$ cat config.mk
export PLATFORM = sky130hd
export DESIGN_NAME = nand_boot_page_autoread
export DESIGN_NICKNAME = d
export VERILOG_FILES = /design/src/rtl/nand_boot_pkg.sv /design/src/rtl/nand_boot_page_autoread.sv
export SDC_FILE = /design/constraint.sdc
export NUM_CORES = 1
export LEC_CHECK = 0
export BUFFER_PORTS_ARGS = -buffer_cell sky130_fd_sc_hd__buf_4
export CORE_MARGIN = 10
export CORE_UTILIZATION = 55
export CTS_CLUSTER_DIAMETER = 120
export DETAILED_ROUTE_END_ITERATION = 8
export PLACE_DENSITY = 0.76
export SLEW_MARGIN = 20
export SYNTH_ARGS = -nofsm -noshare
export SYNTH_HDL_FRONTEND = slang
export SYNTH_HIERARCHICAL = 1
export SYNTH_SLANG_ARGS = --single-unit
$ cat constraint.sdc
create_clock -name mclk_i -period 2.7 [get_ports mclk_i]
set_clock_uncertainty 0.05 [all_clocks]
set_input_delay 0.405 -clock mclk_i [delete_from_list [all_inputs] [get_ports mclk_i]]
set_output_delay 0.405 -clock mclk_i [all_outputs]
set_load 0.01 [all_outputs]
$ cat src/rtl/nand_boot_pkg.sv
package nand_boot_pkg;
  // Page geometry of the small-page part, x8 bus
  localparam int PAGE_BYTES = 528;
  localparam int MARK_IDX = 517;
  localparam int MARK_PAGES = 2;
  localparam int PAGES_PER_BLOCK = 32;
  localparam int TOTAL_PAGES = 65536;
  localparam logic [7:0] ERASED_BYTE = 8'hFF;
  localparam logic [7:0] CMD_READ_STATUS = 8'h70;
  localparam int FAIL_BIT = 0;
  // Timing and buffer sizing
  localparam int CLK_MHZ = 50;
  localparam int PROG_MAX_US = 500;
  localparam int ERASE_MAX_MS = 3;
  localparam int PROG_MAX_CYC = PROG_MAX_US * CLK_MHZ;
  localparam int ERASE_MAX_CYC = ERASE_MAX_MS * 1000 * CLK_MHZ;
  localparam int STEP_DIV = 2;
  localparam int SETTLE_CYC = 4;
  localparam int FIFO_DEPTH = 16;
  localparam int BYTE_W = 8;
endpackage

$ cat src/rtl/nand_boot_page_autoread.sv
`timescale 1ns/1ps
`default_nettype none

////////////////////////////////////////////////////////////////////////
module boot_fifo #(
  parameter int WIDTH = 8,
  parameter int DEPTH = 16
) (
  input wire logic mclk_i,
  input wire logic sys_rst_i,
  input wire logic in_valid_i,
  output logic in_ready_o,
  input wire logic [WIDTH-1:0] in_data_i,
  output logic out_valid_o,
  input wire logic out_ready_i,
  output logic [WIDTH-1:0] out_data_o
);
  localparam int AW = $clog2(DEPTH);
  logic [WIDTH-1:0] mem [DEPTH];
  logic [AW-1:0] wr_ptr, rd_ptr, next_wr_ptr, next_rd_ptr;
  logic [AW:0] count, next_count;
  logic do_wr, do_rd;

  assign in_ready_o = (count != (AW+1)'(DEPTH));
  assign out_valid_o = (count != '0);
  assign out_data_o = mem[rd_ptr];

  always_comb begin
    do_wr = in_valid_i && in_ready_o;
    do_rd = out_valid_o && out_ready_i;
    next_wr_ptr = do_wr ? AW'((32'(wr_ptr) + 1) % DEPTH) : wr_ptr;
    next_rd_ptr = do_rd ? AW'((32'(rd_ptr) + 1) % DEPTH) : rd_ptr;
    next_count = count;
    if (do_wr && !do_rd) begin
      next_count = count + 1'b1;
    end else if (do_rd && !do_wr) begin
      next_count = count - 1'b1;
    end
  end

  always_ff @(posedge mclk_i) begin
    if (sys_rst_i) begin
      wr_ptr <= '0;
      rd_ptr <= '0;
      count <= '0;
    end else begin
      wr_ptr <= next_wr_ptr;
      rd_ptr <= next_rd_ptr;
      count <= next_count;
    end
  end

  // Storage needs no reset; empty flag hides stale words
  always_ff @(posedge mclk_i) begin
    if (do_wr) begin
      mem[wr_ptr] <= in_data_i;
    end
  end
endmodule

////////////////////////////////////////////////////////////////////////
module nand_boot_page_autoread #(
  parameter int BUSY_TIMEOUT = nand_boot_pkg::ERASE_MAX_CYC,
  parameter int PAGE_BYTES = nand_boot_pkg::PAGE_BYTES,
  parameter int TOTAL_PAGES = nand_boot_pkg::TOTAL_PAGES,
  parameter int FIFO_DEPTH = nand_boot_pkg::FIFO_DEPTH
) (
  input wire logic mclk_i,
  input wire logic sys_rst_i,
  input wire logic seq_read_en_i,
  input wire logic stop_i,
  input wire logic status_req_i,
  output logic [7:0] data_o,
  output logic data_valid_o,
  input wire logic data_ready_i,
  output logic bad_block_o,
  output logic [10:0] bad_block_idx_o,
  output logic [11:0] bad_count_o,
  output logic status_valid_o,
  output logic grown_bad_o,
  output logic busy_timeout_o,
  output logic boot_done_o,
  output logic ce_n_o,
  output logic re_n_o,
  output logic we_n_o,
  output logic cle_o,
  output logic ale_o,
  output logic [7:0] io_o,
  output logic io_oe_o,
  input wire logic [7:0] io_i,
  input wire logic rb_i
);
  typedef enum logic [3:0] {
    S_WAIT_RB, S_RE_LO, S_RE_HI, S_PUSH, S_PAGE_END, S_SETTLE,
    S_IDLE, S_CMD_SET, S_CMD_WE, S_ST_RE, S_ST_DONE
  } state_t;

  localparam int TMO_W = $clog2(BUSY_TIMEOUT + 1);
  localparam int PG_W = $clog2(TOTAL_PAGES);
  localparam int BY_W = $clog2(PAGE_BYTES);
  localparam int BLK_SH = $clog2(nand_boot_pkg::PAGES_PER_BLOCK);

  state_t state, next_state;
  logic [TMO_W-1:0] tmo, next_tmo;
  logic [PG_W-1:0] page, next_page;
  logic [BY_W-1:0] byte_idx, next_byte_idx;
  logic [2:0] settle, next_settle;
  logic [7:0] rd_byte, next_rd_byte;
  logic [4:0] pins, next_pins;
  logic reported, next_reported;
  logic bad_p, next_bad_p;
  logic [10:0] bad_idx, next_bad_idx;
  logic [11:0] bad_cnt, next_bad_cnt;
  logic st_p, next_st_p;
  logic grown, next_grown;
  logic tmo_f, next_tmo_f;
  logic done, next_done;
  logic step;
  logic [0:0] div;
  logic [0:0] next_div;
  logic push_ready;
  logic [4:0] off_in_blk;

  // Pin pattern {ce_n, re_n, we_n, cle, oe} for each state
  function automatic logic [4:0] pin_map(input state_t s);
    case (s)
      S_IDLE: pin_map = 5'b11100;
      S_RE_LO, S_ST_RE: pin_map = 5'b00100;
      S_CMD_SET: pin_map = 5'b01011;
      S_CMD_WE: pin_map = 5'b01111;
      default: pin_map = 5'b01100;
    endcase
  endfunction

  ////////////////////////////////////////////////////////////////////////
  // Strobe pacing: one enable per STEP_DIV clocks
  // Restart on each state change so every strobe phase gets full width
  always_comb begin
    next_div = div + 1'b1;
    if (step || next_state != state) begin
      next_div = '0;
    end
  end

  always_ff @(posedge mclk_i) begin
    if (sys_rst_i) begin
      div <= '0;
    end else begin
      div <= next_div;
    end
  end
  assign step = (32'(div) == nand_boot_pkg::STEP_DIV - 1);
  assign off_in_blk = page[4:0];

  ////////////////////////////////////////////////////////////////////////
  always_comb begin
    next_state = state;
    next_tmo = tmo;
    next_page = page;
    next_byte_idx = byte_idx;
    next_settle = settle;
    next_rd_byte = rd_byte;
    next_reported = reported;
    next_bad_p = 1'b0;
    next_bad_idx = bad_idx;
    next_bad_cnt = bad_cnt;
    next_st_p = 1'b0;
    next_grown = grown;
    next_tmo_f = tmo_f;
    next_done = done;
    case (state)
      S_WAIT_RB: begin
        if (rb_i) begin
          next_tmo = '0;
          next_state = S_RE_LO;
        end else if (32'(tmo) == BUSY_TIMEOUT - 1) begin
          next_tmo_f = 1'b1;
          next_state = S_IDLE;
        end else begin
          next_tmo = tmo + 1'b1;
        end
      end
      S_RE_LO: begin
        if (step) begin
          next_rd_byte = io_i;
          next_state = S_RE_HI;
        end
      end
      S_RE_HI: begin
        if (step) begin
          next_state = S_PUSH;
        end
      end
      // Stall strobes while the FIFO is full
      S_PUSH: begin
        if (push_ready) begin
          if (32'(byte_idx) == nand_boot_pkg::MARK_IDX
              && off_in_blk < 5'(nand_boot_pkg::MARK_PAGES)
              && rd_byte != nand_boot_pkg::ERASED_BYTE && !reported) begin
            next_reported = 1'b1;
            next_bad_p = 1'b1;
            next_bad_idx = 11'(page >> BLK_SH);
            next_bad_cnt = bad_cnt + 1'b1;
          end
          if (32'(byte_idx) == PAGE_BYTES - 1) begin
            next_byte_idx = '0;
            next_state = S_PAGE_END;
          end else begin
            next_byte_idx = byte_idx + 1'b1;
            next_state = S_RE_LO;
          end
        end
      end
      S_PAGE_END: begin
        next_page = page + 1'b1;
        if (off_in_blk == 5'(nand_boot_pkg::PAGES_PER_BLOCK - 1)) begin
          next_reported = 1'b0;
        end
        if (!seq_read_en_i || 32'(page) == TOTAL_PAGES - 1) begin
          next_done = 1'b1;
          next_state = S_IDLE;
        end else begin
          next_settle = '0;
          next_state = S_SETTLE;
        end
      end
      // Give the device time to pull busy low
      S_SETTLE: begin
        if (32'(settle) == nand_boot_pkg::SETTLE_CYC - 1) begin
          next_state = S_WAIT_RB;
        end else begin
          next_settle = settle + 1'b1;
        end
      end
      S_IDLE: begin
        if (status_req_i) begin
          next_state = S_CMD_SET;
        end
      end
      S_CMD_SET: begin
        if (step) begin
          next_state = S_CMD_WE;
        end
      end
      S_CMD_WE: begin
        if (step) begin
          next_state = S_ST_RE;
        end
      end
      S_ST_RE: begin
        if (step) begin
          next_rd_byte = io_i;
          next_state = S_ST_DONE;
        end
      end
      S_ST_DONE: begin
        if (step) begin
          next_grown = rd_byte[nand_boot_pkg::FAIL_BIT];
          next_st_p = 1'b1;
          next_state = S_IDLE;
        end
      end
      default: next_state = S_IDLE;
    endcase
    if (stop_i && state inside {S_WAIT_RB, S_RE_LO, S_RE_HI, S_SETTLE}) begin
      next_done = 1'b1;
      next_state = S_IDLE;
    end
    next_pins = pin_map(next_state);
  end

  always_ff @(posedge mclk_i) begin
    if (sys_rst_i) begin
      state <= S_WAIT_RB;
      tmo <= '0;
      page <= '0;
      byte_idx <= '0;
      settle <= '0;
      rd_byte <= '0;
      pins <= 5'b01100;
      reported <= 1'b0;
      bad_p <= 1'b0;
      bad_idx <= '0;
      bad_cnt <= '0;
      st_p <= 1'b0;
      grown <= 1'b0;
      tmo_f <= 1'b0;
      done <= 1'b0;
    end else begin
      state <= next_state;
      tmo <= next_tmo;
      page <= next_page;
      byte_idx <= next_byte_idx;
      settle <= next_settle;
      rd_byte <= next_rd_byte;
      pins <= next_pins;
      reported <= next_reported;
      bad_p <= next_bad_p;
      bad_idx <= next_bad_idx;
      bad_cnt <= next_bad_cnt;
      st_p <= next_st_p;
      grown <= next_grown;
      tmo_f <= next_tmo_f;
      done <= next_done;
    end
  end

  ////////////////////////////////////////////////////////////////////////
  boot_fifo #(
    .WIDTH(nand_boot_pkg::BYTE_W),
    .DEPTH(FIFO_DEPTH)
  ) u_fifo (
    .mclk_i(mclk_i),
    .sys_rst_i(sys_rst_i),
    .in_valid_i(state == S_PUSH),
    .in_ready_o(push_ready),
    .in_data_i(rd_byte),
    .out_valid_o(data_valid_o),
    .out_ready_i(data_ready_i),
    .out_data_o(data_o)
  );

  assign ce_n_o = pins[4];
  assign re_n_o = pins[3];
  assign we_n_o = pins[2];
  assign cle_o = pins[1];
  assign io_oe_o = pins[0];
  assign ale_o = 1'b0;
  assign io_o = nand_boot_pkg::CMD_READ_STATUS;
  assign bad_block_o = bad_p;
  assign bad_block_idx_o = bad_idx;
  assign bad_count_o = bad_cnt;
  assign status_valid_o = st_p;
  assign grown_bad_o = grown;
  assign busy_timeout_o = tmo_f;
  assign boot_done_o = done;
endmodule
`default_nettype wire

==> flow_summary.ini <==
[outcome]
status = complete, no violations

[timing]
timing.final.crit_share = 0.9852
fin_crit_ns = 2.660
clock.fmax_ghz = 0.3759
slew-limit-headroom = 0.4108
fin_tns_setup_ns = 0
setup-violations-final = 0
tightestPinTransition_ns = 0.8806
finalHoldViolations = 0
drv_slew = 0

[final_layout]
area_delta_synth_final_pct = 17.58
fin_nets = 936
finalNonFillerCells = 1151
drive_gt1_frac = 0.2299
diodes = 0

[placement]
routabilityCongestion = 0.7996
dp_cells = 1098
port_buffers = 56
hpwl_um = 13980

[synth]
synth_flop_cell = edfxtp_1
yosysMostFrequentCell = edfxtp_1
synthArstFlopShare = 0
post-synth-top-area-cell = edfxtp_1
yosysUniqueCellTypes = 67
synth-edff-count = 128
ys_ff_latch = 238
synth_top_area_share = 0.3756
synthTopCellsByCount = 128 x edfxtp_1, 110 x dfxtp_1, 100 x nor2_1
synthCells = 818
syn_area_um2 = 10230
yosys_warnings = 6
post_synth.cell_area_avg_um2 = 12.51
ys_seq_area_frac = 0.5909
ys_top_cells_by_area = edfxtp_1 38%, dfxtp_1 22%, mux4_2 7.0%

[floorplanning]
start_util = 0.5638
core-area_um2 = 18150
die_area_um2 = 24460
num_io_pins = 66
die_w_um = 156.4
rows = 49
die_y_um = 156.4

[routing]
drt_iter0_markers = 538
via_per_inst = 5.786
drt-total-wl_um = 21810
vias = 6660
ant_nets = 0
drtPass1Iterations = 4
drc = 0
wire_per_inst_um = 18.94

[hold_path]
min_to = rd_byte[6]
worstHoldStart = io_i[6]
holdCritPathClass = input port to register
hold_depth = 3

[flow_run]
cap_violations = 0

[critical_path]
cp.required_ns = 2.25
crit_type = register to output pin
rrSetupSlack_ns = 0.09
endpoint_kind = output pin
r2r_start = u_fifo/count[0]
startpoint_type = register
worstReg2RegEnd = u_fifo/count[4]
worstPathMaxFanout = 8
r2r_cells = 9
arrival_ns = 2.21

[power]
p_per_area_nw_per_um2 = 802.9
power_mw = 9.660
power_leakage_nw = 4.105
ir_drop_mv = 0.4783

[grt]
grt_pass1_wl_um = 35060
grt_pass1_vias = 6700
antenna_found_initial = 0
grt.overflow.total = 0
grt_use_total = 0.1770
grt_max_degree = 56

[cts]
cts_root_buf = clkbuf_16
cts.sinks = 238
numCtsBuffers = 25
cts_max_level = 1
clkLatencyLatePin_ns = 0.52
clk_pin_slew_ns = 0.06
cts_max_path_buffers = 3
cts_tree = yes
cts_hold_buf = 0
==> what timing repair did <==
action                     in CTS  in global routing
setup endpoints to repair       8                 10
resized for setup               1                 10
cloned                          1                  1
pin swaps                       0                  2
setup buffers                   0                  5
==> how the worst max path moves through the flow <==
stage,endpoint
floorplan,u_fifo/count[3]
global placement,u_fifo/count[4]
detailed placement,u_fifo/count[4]
CTS,data_o[6]
global route,u_fifo/count[4]
finish,data_o[7]
==> cell type report <==
| cell class | count | area (um2) |
|---|---|---|
| Inverter | 23 | 90.09 |
| Timing Repair Buffer | 96 | 795.8 |
| Clock inverter | 14 | 188.9 |
| Sequential cell | 238 | 6050 |
| Tap cell | 229 | 286.5 |
| Clock buffer | 32 | 673.1 |
| Multi-Input combinational cell | 519 | 3948 |
| Fill cell | 1294 | 6116 |
==> placed cells by master, fill, tap and decap left out, types with 5 or more instances in the layout <==
master | netlist | final
conb_1 | 2 | 9
nand2_1 | 45 | 45
nand3_1 | 20 | 20
ha_1 | 17 | 15
and3_1 | 12 | 12
and2_1 | 8 | 8
nor3_1 | 14 | 14
xnor2_1 | 22 | 22
nor2_1 | 100 | 100
a21oi_1 | 28 | 26
or3_1 | 14 | 14
nor2b_1 | 5 | 5
nand2b_1 | 10 | 10
a211oi_1 | 6 | 6
inv_1 | 21 | 20
mux4_2 | 32 | 32
edfxtp_1 | 128 | 128
o21ai_0 | 14 | 14
buf_4 | 13 | 91
clkbuf_1 | 18 | 6
dfxtp_1 | 110 | 109
nor4_1 | 11 | 11
and4_1 | 7 | 7
a22oi_1 | 18 | 14
nand3b_1 | 6 | 6
mux2i_1 | 25 | 25
xor2_1 | 21 | 21
nand4_1 | 10 | 10
clkbuf_16 | 0 | 27
o211ai_1 | 6 | 6
a31oi_1 | 6 | 6
==> logic make-up (layout without fill, tap and decap cells) <==
kind of cell / Yosys count / count (layout) / share of synthesized area
xor gates and xnor gates: 43 / 43 / 0.03681
and+or+nand+nor: 287 / 287 / 0.1488
buffers and inverters: 68 / 165 / 0.03106
DFF: 238 / 238 / 0.5909
other: 2 / 9 / 0.0007339
muxes: 61 / 61 / 0.09929
adders and majority gates: 18 / 18 / 0.02274
AOI/OAI and AO/OA: 101 / 101 / 0.06970
==> layer usage <==
metal,up-vias,track usage,share of wire,wire length (um)
met4,0,0.04764,0.016,342
li1,3174,-,-,-
met5,-,0,0,0
met2,198,0.2915,0.49,10760
met1,3258,0.2293,0.42,9223
met3,30,0.04331,0.068,1478
==> state kept, by name, indices dropped and copies added (netlist names), 4 cells and up, named ones only <==
| name | count |
|---|---|
| u_fifo/count | 5 |
| page | 16 |
| state | 4 |
| u_fifo/rd_ptr | 4 |
| pins | 4 |
| rd_byte | 8 |
| u_fifo/wr_ptr | 4 |
| byte_idx | 10 |
| bad_block_idx_o | 11 |
| u_fifo/mem | 128 |
| bad_count_o | 12 |
| tmo | 18 |
==> where the power goes <==
group | switching [mW] | internal (mW) | leakage [nW]
clock network | 1.39 | 2.16 | 0.419
registers | 0.115 | 3.90 | 1.95
logic | 1.04 | 1.05 | 1.73
==> critical path, cell delays in order (launching register included) <==
cell and delay (ns):
dfxtp_4 0.45, buf_12 0.18, mux4_2 0.51, a22oi_1 0.28, nand2_1 0.09, buf_4 0.16
==> per-stage QoR <==
stage,area [um2],hold WS (ns),setup slack [ns],utilization
floorplan,10260,0.3994,0.01161,-
global placement,11030,0.4136,0.08617,0.6076
detailed placement,11030,0.4175,0.03807,0.6076
CTS,11920,0.06790,-0.01877,0.6570
global route,12030,0.07633,-0.03557,0.6630
finish,12030,0.07856,0.03991,0.6630
(Power assumes the default switching activity.)
